File: config.mk
export PLATFORM = sky130hd
export DESIGN_NAME = tfcr_top
export DESIGN_NICKNAME = d
export VERILOG_FILES = /design/src/shared/tfcr_pkg.sv /design/src/design/tfcr_cal_rom.sv /design/src/design/tfcr_top.sv
export SDC_FILE = /design/constraint.sdc
export NUM_CORES = 1
export LEC_CHECK = 0
export BUFFER_PORTS_ARGS = -buffer_cell sky130_fd_sc_hd__buf_2
export CORE_ASPECT_RATIO = 0.6
export CORE_UTILIZATION = 34
export DETAILED_ROUTE_END_ITERATION = 6
export PLACE_DENSITY_LB_ADDON = 0.1
export SYNTH_ARGS = -nofsm -noshare
export SYNTH_HDL_FRONTEND = slang
export SYNTH_SLANG_ARGS = --single-unit
File: constraint.sdc
create_clock -name clk_i -period 2.3 [get_ports clk_i]
set_clock_uncertainty 0.05 [all_clocks]
set_input_delay 0.345 -clock clk_i [delete_from_list [all_inputs] [get_ports clk_i]]
set_output_delay 0.345 -clock clk_i [all_outputs]
set_load 0.01 [all_outputs]
File: src/shared/tfcr_pkg.sv
// shared constants, types and rom packing for the tracking filter cal block
package tfcr_pkg;

	// register byte offsets on the wishbone slave
	localparam logic [7:0] TFCR_OFS_SERIES   = 8'h00;
	localparam logic [7:0] TFCR_OFS_PARALLEL = 8'h04;
	localparam logic [7:0] TFCR_OFS_ROM_IDX  = 8'h08;
	localparam logic [7:0] TFCR_OFS_READBACK = 8'h0C;
	localparam logic [7:0] TFCR_OFS_OVERLOAD = 8'h10;

	// field widths and reset values
	localparam int          TFCR_SERIES_W   = 8;
	localparam int          TFCR_PARALLEL_W = 6;
	localparam int          TFCR_IDX_W      = 4;
	localparam int          TFCR_OVL_W      = 3;
	localparam logic [7:0]  TFCR_SERIES_RST   = 8'h00;
	localparam logic [5:0]  TFCR_PARALLEL_RST = 6'h00;
	localparam logic [3:0]  TFCR_IDX_RST      = 4'h0;
	localparam logic [2:0]  TFCR_OVL_RST      = 3'h0;
	localparam logic [7:0]  TFCR_ROM_RST      = 8'h00;

	// calibration rom addresses
	localparam logic [3:0] TFCR_ROM_OVL   = 4'h0;
	localparam logic [3:0] TFCR_ROM_VLO_A = 4'h1;
	localparam logic [3:0] TFCR_ROM_VLO_B = 4'h2;
	localparam logic [3:0] TFCR_ROM_MIX_C = 4'h3;
	localparam logic [3:0] TFCR_ROM_VHI_A = 4'h4;
	localparam logic [3:0] TFCR_ROM_VHI_B = 4'h5;
	localparam logic [3:0] TFCR_ROM_UHF_A = 4'h6;
	localparam logic [3:0] TFCR_ROM_UHF_B = 4'h7;
	localparam logic [3:0] TFCR_ROM_UHF_C = 4'h8;

	// wishbone request from the master
	typedef struct packed {
		logic        cyc;
		logic        stb;
		logic        we;
		logic [7:0]  adr;
		logic [3:0]  sel;
		logic [31:0] dat;
	} tfcr_wb_req_t;

	// wishbone answer from the slave
	typedef struct packed {
		logic        ack;
		logic [31:0] dat;
	} tfcr_wb_rsp_t;

	// factory calibration coefficients
	typedef struct packed {
		logic [2:0] overload_cal_value;
		logic [5:0] vlow_series_intercept;
		logic [3:0] vlow_series_slope;
		logic [5:0] vlow_parallel_intercept;
		logic [3:0] vlow_parallel_slope;
		logic [5:0] vhigh_series_intercept;
		logic [3:0] vhigh_series_slope;
		logic [5:0] vhigh_parallel_intercept;
		logic [3:0] vhigh_parallel_slope;
		logic [5:0] uhf_series_intercept;
		logic [5:0] uhf_series_slope;
		logic [5:0] uhf_parallel_intercept;
		logic [5:0] uhf_parallel_slope;
	} tfcr_coef_t;

	// plain stand-in calibration contents
	localparam tfcr_coef_t TFCR_COEF_DEFAULT =
		tfcr_coef_t'(67'h5_A5C3_3C96_1E87_B4D2);

	// packs the coefficients into the byte stored at one rom address
	function automatic logic [7:0] tfcr_rom_byte(input tfcr_coef_t c,
		input logic [3:0] idx);
		logic [7:0] b;
		b = 8'h00;
		case (idx)
			TFCR_ROM_OVL:   b = {c.overload_cal_value, 5'h00};
			TFCR_ROM_VLO_A: b = {c.vlow_series_intercept,
				c.vlow_series_slope[3:2]};
			TFCR_ROM_VLO_B: b = {c.vlow_series_slope[1:0],
				c.vlow_parallel_intercept};
			TFCR_ROM_MIX_C: b = {c.vlow_parallel_slope,
				c.vhigh_series_intercept[5:2]};
			TFCR_ROM_VHI_A: b = {c.vhigh_series_intercept[1:0],
				c.vhigh_series_slope, c.vhigh_parallel_intercept[5:4]};
			TFCR_ROM_VHI_B: b = {c.vhigh_parallel_intercept[3:0],
				c.vhigh_parallel_slope};
			TFCR_ROM_UHF_A: b = {c.uhf_series_intercept,
				c.uhf_series_slope[5:4]};
			TFCR_ROM_UHF_B: b = {c.uhf_series_slope[3:0],
				c.uhf_parallel_intercept[5:2]};
			TFCR_ROM_UHF_C: b = {c.uhf_parallel_intercept[1:0],
				c.uhf_parallel_slope};
			default:        b = 8'h00;
		endcase
		return b;
	endfunction : tfcr_rom_byte

endpackage : tfcr_pkg

File: src/design/tfcr_cal_rom.sv
// calibration rom with registered read data
`timescale 1ns/1ps
module tfcr_cal_rom
	import tfcr_pkg::*;
#(
	parameter tfcr_coef_t COEF = TFCR_COEF_DEFAULT
) (
	input  wire logic       clk_i,   // system clock
	input  wire logic       rst_i,   // sync reset, high
	input  wire logic [3:0] idx_i,   // rom address
	output logic      [7:0] data_o   // byte at idx_i, one cycle later
);
	logic [7:0] data_d;
	logic [7:0] data_q;

	always_comb begin
		data_d = tfcr_rom_byte(COEF, idx_i);
	end

	// read register
	always_ff @(posedge clk_i) begin
		if (rst_i) begin
			data_q <= TFCR_ROM_RST;
		end else begin
			data_q <= data_d;
		end
	end

	assign data_o = data_q;

endmodule : tfcr_cal_rom

File: src/design/tfcr_top.sv
// tracking filter capacitor codes and calibration rom readout, wishbone slave
//
// Overview of operation
// - series code 8 bits and parallel code 6 bits, each in own register
// - device copies byte at written rom address into the readback field
// - rom address 0 holds overload calibration in D7..D5, rest meaningless
// - vhf-low intercepts and slopes packed msb first over addresses 1 to 3
// - vhf-high intercepts and slopes packed over addresses 3 to 5
// - uhf six-bit coefficients packed over addresses 6 to 8
`timescale 1ns/1ps
module tfcr_top
	import tfcr_pkg::*;
#(
	parameter tfcr_coef_t CAL_COEF = TFCR_COEF_DEFAULT
) (
	input  wire logic                   clk_i,        // 100 mhz clock
	input  wire logic                   rst_i,        // sync reset, high
	input  wire tfcr_pkg::tfcr_wb_req_t wb_req_i,     // wishbone request
	output tfcr_pkg::tfcr_wb_rsp_t      wb_rsp_o,     // wishbone answer
	output logic [7:0]                  series_cap_code_o,   // series array
	output logic [5:0]                  parallel_cap_code_o, // parallel array
	output logic [2:0]                  overload_cal_value_o // overload trim
);
	import tfcr_pkg::*;

	logic         req_take;
	logic         wr_en;
	logic         wr_series;
	logic         wr_parallel;
	logic         wr_idx;
	logic         wr_ovl;
	logic [7:0]   rom_q;

	logic [7:0]   series_d;
	logic [7:0]   series_q;
	logic [5:0]   parallel_d;
	logic [5:0]   parallel_q;
	logic [3:0]   idx_d;
	logic [3:0]   idx_q;
	logic [2:0]   ovl_d;
	logic [2:0]   ovl_q;

	logic         ack_d;
	logic         ack_q;
	logic [31:0]  rdat_d;
	logic [31:0]  rdat_q;

	// request taken once, ack not yet given
	assign req_take = wb_req_i.cyc & wb_req_i.stb & ~ack_q;
	// only byte lane 0 carries fields
	assign wr_en = req_take & wb_req_i.we & wb_req_i.sel[0];
	assign wr_series   = wr_en & (wb_req_i.adr == TFCR_OFS_SERIES);
	assign wr_parallel = wr_en & (wb_req_i.adr == TFCR_OFS_PARALLEL);
	assign wr_idx      = wr_en & (wb_req_i.adr == TFCR_OFS_ROM_IDX);
	assign wr_ovl      = wr_en & (wb_req_i.adr == TFCR_OFS_OVERLOAD);

	// next values of the control registers
	always_comb begin
		series_d   = series_q;
		parallel_d = parallel_q;
		idx_d      = idx_q;
		ovl_d      = ovl_q;
		if (wr_series) begin
			series_d = wb_req_i.dat[7:0];
		end
		if (wr_parallel) begin
			parallel_d = wb_req_i.dat[5:0];
		end
		if (wr_idx) begin
			idx_d = wb_req_i.dat[3:0];
		end
		if (wr_ovl) begin
			ovl_d = wb_req_i.dat[2:0];
		end
	end

	// control registers
	always_ff @(posedge clk_i) begin
		if (rst_i) begin
			series_q   <= TFCR_SERIES_RST;
			parallel_q <= TFCR_PARALLEL_RST;
			idx_q      <= TFCR_IDX_RST;
			ovl_q      <= TFCR_OVL_RST;
		end else begin
			series_q   <= series_d;
			parallel_q <= parallel_d;
			idx_q      <= idx_d;
			ovl_q      <= ovl_d;
		end
	end

	// rom byte follows the index register
	tfcr_cal_rom #(
		.COEF   (CAL_COEF)
	) u_rom (
		.clk_i  (clk_i),
		.rst_i  (rst_i),
		.idx_i  (idx_q),
		.data_o (rom_q)
	);

	// bus answer: ack one cycle after the request, read mux
	always_comb begin
		ack_d  = req_take;
		rdat_d = 32'h0000_0000;
		if (req_take & ~wb_req_i.we) begin
			case (wb_req_i.adr)
				TFCR_OFS_SERIES:   rdat_d = {24'h00_0000, series_q};
				TFCR_OFS_PARALLEL: rdat_d = {26'h000_0000, parallel_q};
				TFCR_OFS_ROM_IDX:  rdat_d = {28'h000_0000, idx_q};
				TFCR_OFS_READBACK: rdat_d = {24'h00_0000, rom_q};
				TFCR_OFS_OVERLOAD: rdat_d = {29'h0000_0000, ovl_q};
				default:           rdat_d = 32'h0000_0000;
			endcase
		end
	end

	// bus answer registers
	always_ff @(posedge clk_i) begin
		if (rst_i) begin
			ack_q  <= 1'b0;
			rdat_q <= 32'h0000_0000;
		end else begin
			ack_q  <= ack_d;
			rdat_q <= rdat_d;
		end
	end

	assign wb_rsp_o.ack          = ack_q;
	assign wb_rsp_o.dat          = rdat_q;
	assign series_cap_code_o     = series_q;
	assign parallel_cap_code_o   = parallel_q;
	assign overload_cal_value_o  = ovl_q;
endmodule : tfcr_top

After elaboration in Yosys (flattened, before gate mapping):

Memories as Yosys holds them, arrays and structs flattened. A register that Yosys moved wholly into a read port is not among the register bits.
Index checks and enable logic that the tools add are counted.

* bits in registers: 54
* bits in read-only memories: 128
* output and inout bits: 50
* word-level logic and storage cells: 26
* memories: 1

* eq/ne operators: 4
* multiplexer cells: 1
* bitwise gates (word level): 12
* reductions and logical operators: 2

Memory list
* (name not given): depth 16, bits a word 8, rd ports 1, clocked after memory_dff 1, wr ports 0, line tfcr_pkg.sv:75 `case (idx)`

Operator list (count)
* case mux 8 bit (5 select lines): 1
* equality test 8 x 4 -> 1 bit (second input constant): 2
* bitwise AND 1 bit: 9
* equality test 8 x 3 -> 1 bit (second input constant): 1
* equality test 8 x 5 -> 1 bit (second input constant): 1
* zero test 8 bit: 1
* inverter 1 bit: 3
* OR reduction 2 bit: 1

Depth between registers and ports, before layout:

* word-level depth: 5
* mapped depth: 6
* gate-level depth less buffers: 5

Hierarchy:

A second synthesis with hierarchy kept.

* cell total of the unflattened synthesis: 209
* area, all modules: 1980.6 µm²

Modules (own cells, without submodules)
* tfcr_top: instances 1, cells an instance 168, area each 1552.7 µm², seq. area each 600.6 µm²
* tfcr_cal_rom: instances 1, cells an instance 41, area each 427.9 µm², seq. area each 160.2 µm²

Worst setup path before layout:

No wires, ideal clock.

* path type: input port to flip-flop
* start point: input wb_req_i[40] (netlist bit)
* end point: register parallel_q[0], in the netlist parallel_cap_code_o[0]
* arrival: 1.907 ns
* path slack: 0.216 ns
* stages on the path: 6
* path through: buf_2 -> or4_4 -> or4_1 -> buf_2 -> mux2i_1 -> nor2_1

* longest elaborated chain between the ends: 2

RTL lines
* start, declared: line tfcr_top.sv:18 `input wire tfcr_pkg::tfcr_wb_req_t wb_req_i,`
* equality test 8 x 3 -> 1 bit: line tfcr_top.sv:53 `assign wr_parallel = wr_en & (wb_req_i.adr == TFCR_OFS_PARALLEL);`
* bitwise AND 1 bit: line tfcr_top.sv:53
* end signal, assigned: line tfcr_top.sv:86 `parallel_q <= parallel_d;`
* end, declared: line tfcr_top.sv:37 `logic [5:0] parallel_q;`

No other way between the ends.
A chain may end at the register's enable or synchronous reset.

Final worst setup path:

* start point: input wb_req_i[41] (netlist bit)
* end point: register parallel_q[0], in the netlist parallel_cap_code_o[0]

The elaborated chain is that of the path after synthesis.

==> reports/results.txt <==
Sequential power share = 53.9%
Switching Share = 24.3%
CP max FO = 6
WP data arrival = 1.94 ns
Storage cell area = 761 um^2
Vias per inst = 4.69
Main combinational cell family by area after synthesis = simple AND/OR/NAND/NOR gates
Cell-internal power = 927 uW
PnR worst setup slack = 0.473 ns
I/O pin cnt = 99
Post-DR wirelength/cell = 14.7 um
Critical path class = input port to flip-flop
Setup TNS = 0 ns
First drt pass iteration count = 4
Longest Clk Path Bufs = 2
Sw Pwr = 298 uW
CP Capture Type = flip-flop
Cts bufs inserted = 5
First-pass GRT wire length = 6880 um
Post-synthesis compound-gate area fraction = 7.45%
Core Rows = 20
DRC = 0
Post-Synth Adder-Cell Area = 4.03%
P&R area growth vs syn = 18.0%
Core area = 0.00515 mm^2
Hold-fix buffers at CTS = 0
1st-iter DRT viols = 70
Synth Area in Simple Gates = 17.7%
Post-Synthesis Cells = 193
Pre-CTS worst setup slack = 0.189 ns
Synth Area in XOR/XNOR = 0%
Largest net degree at the start of global routing = 31
Status = complete, no violations
Clk pwr share = 39.2%
ANT cells = 0
Tot GR Track Use = 16.2%
Worst-path clk slew = 0.08 ns
Final period util = 79.4%
DPL Wire Length = 3420 um
WP data required = 2.41 ns
Full die area = 0.00579 mm^2
CP bufs+invs = 2
Area of the multi-input gates = 945 um^2
Sequential area share after synthesis = 40.8%
Synth Warn # = 0
Worst rel slew slack = 62.9%
Detailed Route WL = 4570 um
Worst path cell trace = buf_2 -> or4_4 -> or4_1 -> buf_4 -> mux2i_1 -> nor2_1
Post-synth EDFFs = 0
RSZ-0062 raised after global routing = no
Worst slew pin tran = 0.556 ns
Root buffer cell = clkbuf_8
CP Launch Type = input port
# port buffers = 47
Fmax = 547 MHz
Post-CTS setup buffer count = 0
Hold Worst Slack = 0.248 ns
Final hold violations = 0
Final setup fails = 0
Die W = 97.6 um
Critical path's largest stage delay = 0.53 ns
Worst setup startpoint = wb_req_i[41]
Leak pwr = 0.00102 uW
Synth Register Bits = 38
Hold path startpoint = wb_req_i[7]
VDD IR max = 0.231 mV
Synthesized area = 0.00186 mm^2
Antenna violations before repair = 0
H-tree lvl count = 2
Synth cell types = 33
Hold Crit Class = input port to flip-flop
Final-stage net count = 298
Syn Area/Cell = 9.65 um^2
Reg-to-Reg Start = ack_q
Die Height = 59.3 um
CP top delay family = simple AND/OR/NAND/NOR gates
Combinational Power Share = 6.9%
Filler Cells Inserted = 539
Num Clock Sinks = 38
Starting Density = 36.1%
Post-CTS sizing = 0
Primary FF master, synth = dfxtp_1
CTS tree = done
Slew Limit Fails = 0
Worst-skew pair later-pin latency = 0.28 ns
CP max stage cell = or4_4
Share of cells above drive strength 1 = 28.7%
Via count = 1,454
GP Congestion = 0.738
Final Power = 1230 uW
Number of global-route vias before repair = 1,226
Number of max-cap violations = 0
Final ANT Viol Nets = 0
Post-synthesis mux area share = 16.7%
Fin crit period = 1.83 ns
Power density over the cells = 557 mW/mm^2
GRT overflow = 0
Asr flop ratio synth = 0%
==> layout make-up <==
type / instances / area share (%)
clock inverter: 2 / 0.569
timing repair buffer: 55 / 14.0
inverter: 2 / 0.341
clock buffer: 6 / 3.76
multi-input combinational: 141 / 43.0
tap: 66 / 3.76
sequential: 38 / 34.6
==> worst min-delay path: stages <==
cell and delay [ns]:
buf_2 0.08, mux2i_1 0.06, nor2_1 0.07
==> registers in the layout (all words and copies together) (netlist names) <==
name                  count
parallel_cap_code_o       6
series_cap_code_o         8
rdat_q                    8
u_rom.data_o              8
ack_q                     1
overload_cal_value_o      3
idx_q                     4
==> worst paths after layout <==
path / end / slack [ns] / depth (start not counted)
setup / recovery: parallel_cap_code_o[0] / 0.47 / 6
hold / removal: series_cap_code_o[7] / 0.25 / 3
setup reg to reg: idx_q[2] / 0.51 / 4
hold reg to reg: rdat_q[4] / 0.43 / 2
==> power by group through the flow <==
stage	Combinational, uW	Sequential [uW]	Clock [uW]
final	84.5	661	480
after detailed placement	83.7	676	0
after floorplan	76.8	676	0
after global routing	92.0	661	524
after global placement	83.9	676	0
after CTS	84.2	661	491
==> layout by cell type (no fill, tap or decap), types with 2 or more instances in the layout <==
master,synthesis,routed
o22ai_1,3,3
or4b_1,2,2
mux2i_1,30,30
a32oi_1,4,4
inv_1,2,2
clkbuf_8,0,6
or4_4,2,2
buf_2,3,47
nor2b_1,2,2
conb_1,1,24
nor2_1,32,32
a22oi_1,4,4
or4_1,2,2
ha_1,6,6
dfxtp_1,38,38
nor3_1,6,6
nand3b_1,3,3
nand2_1,4,4
buf_4,25,7
a21oi_1,5,5
==> kinds of logic (layout without fill, tap and decap cells) <==
group,Yosys count,count (layout)
buffers and inverters,37,65
DFF,38,38
adders and majority gates,6,6
and+or+nand+nor,60,60
muxes,31,31
AOI/OAI and AO/OA,20,20
other,1,24
==> through the flow <==
step / instances / utilization (%) / area (um^2)
finish: 310 / 42.6 / 2200
CTS: 310 / 42.6 / 2200
floorplan: 216 / - / 1950
global route: 310 / 42.6 / 2200
detailed placement: 302 / 40.8 / 2100
global placement: 302 / 40.8 / 2100
==> synth_stat cells (3+ instances only) <==
master | count | area share (%)
mux2i_1 | 30 | 16
a21oi_1 | 5 | 1.3
a22oi_1 | 4 | 1.6
a32oi_1 | 4 | 1.9
nor2_1 | 32 | 6.4
nand2_1 | 4 | 0.81
clkbuf_1 | 6 | 1.2
buf_4 | 25 | 10
ha_1 | 6 | 4.0
nor3_1 | 6 | 1.6
o22ai_1 | 3 | 1.0
buf_2 | 3 | 0.81
dfxtp_1 | 38 | 41
nand3b_1 | 3 | 1.2
==> layer usage <==
layer / vias up / routed length (um) / global-route usage, %
li1: 727 / - / -
met5: - / 0 / 0
met2: 55 / 1600 / 19.0
met1: 670 / 2620 / 26.4
met4: 0 / 15 / 4.41
met3: 2 / 332 / 5.07
No activity file was read; power rests on OpenSTA's default activity.
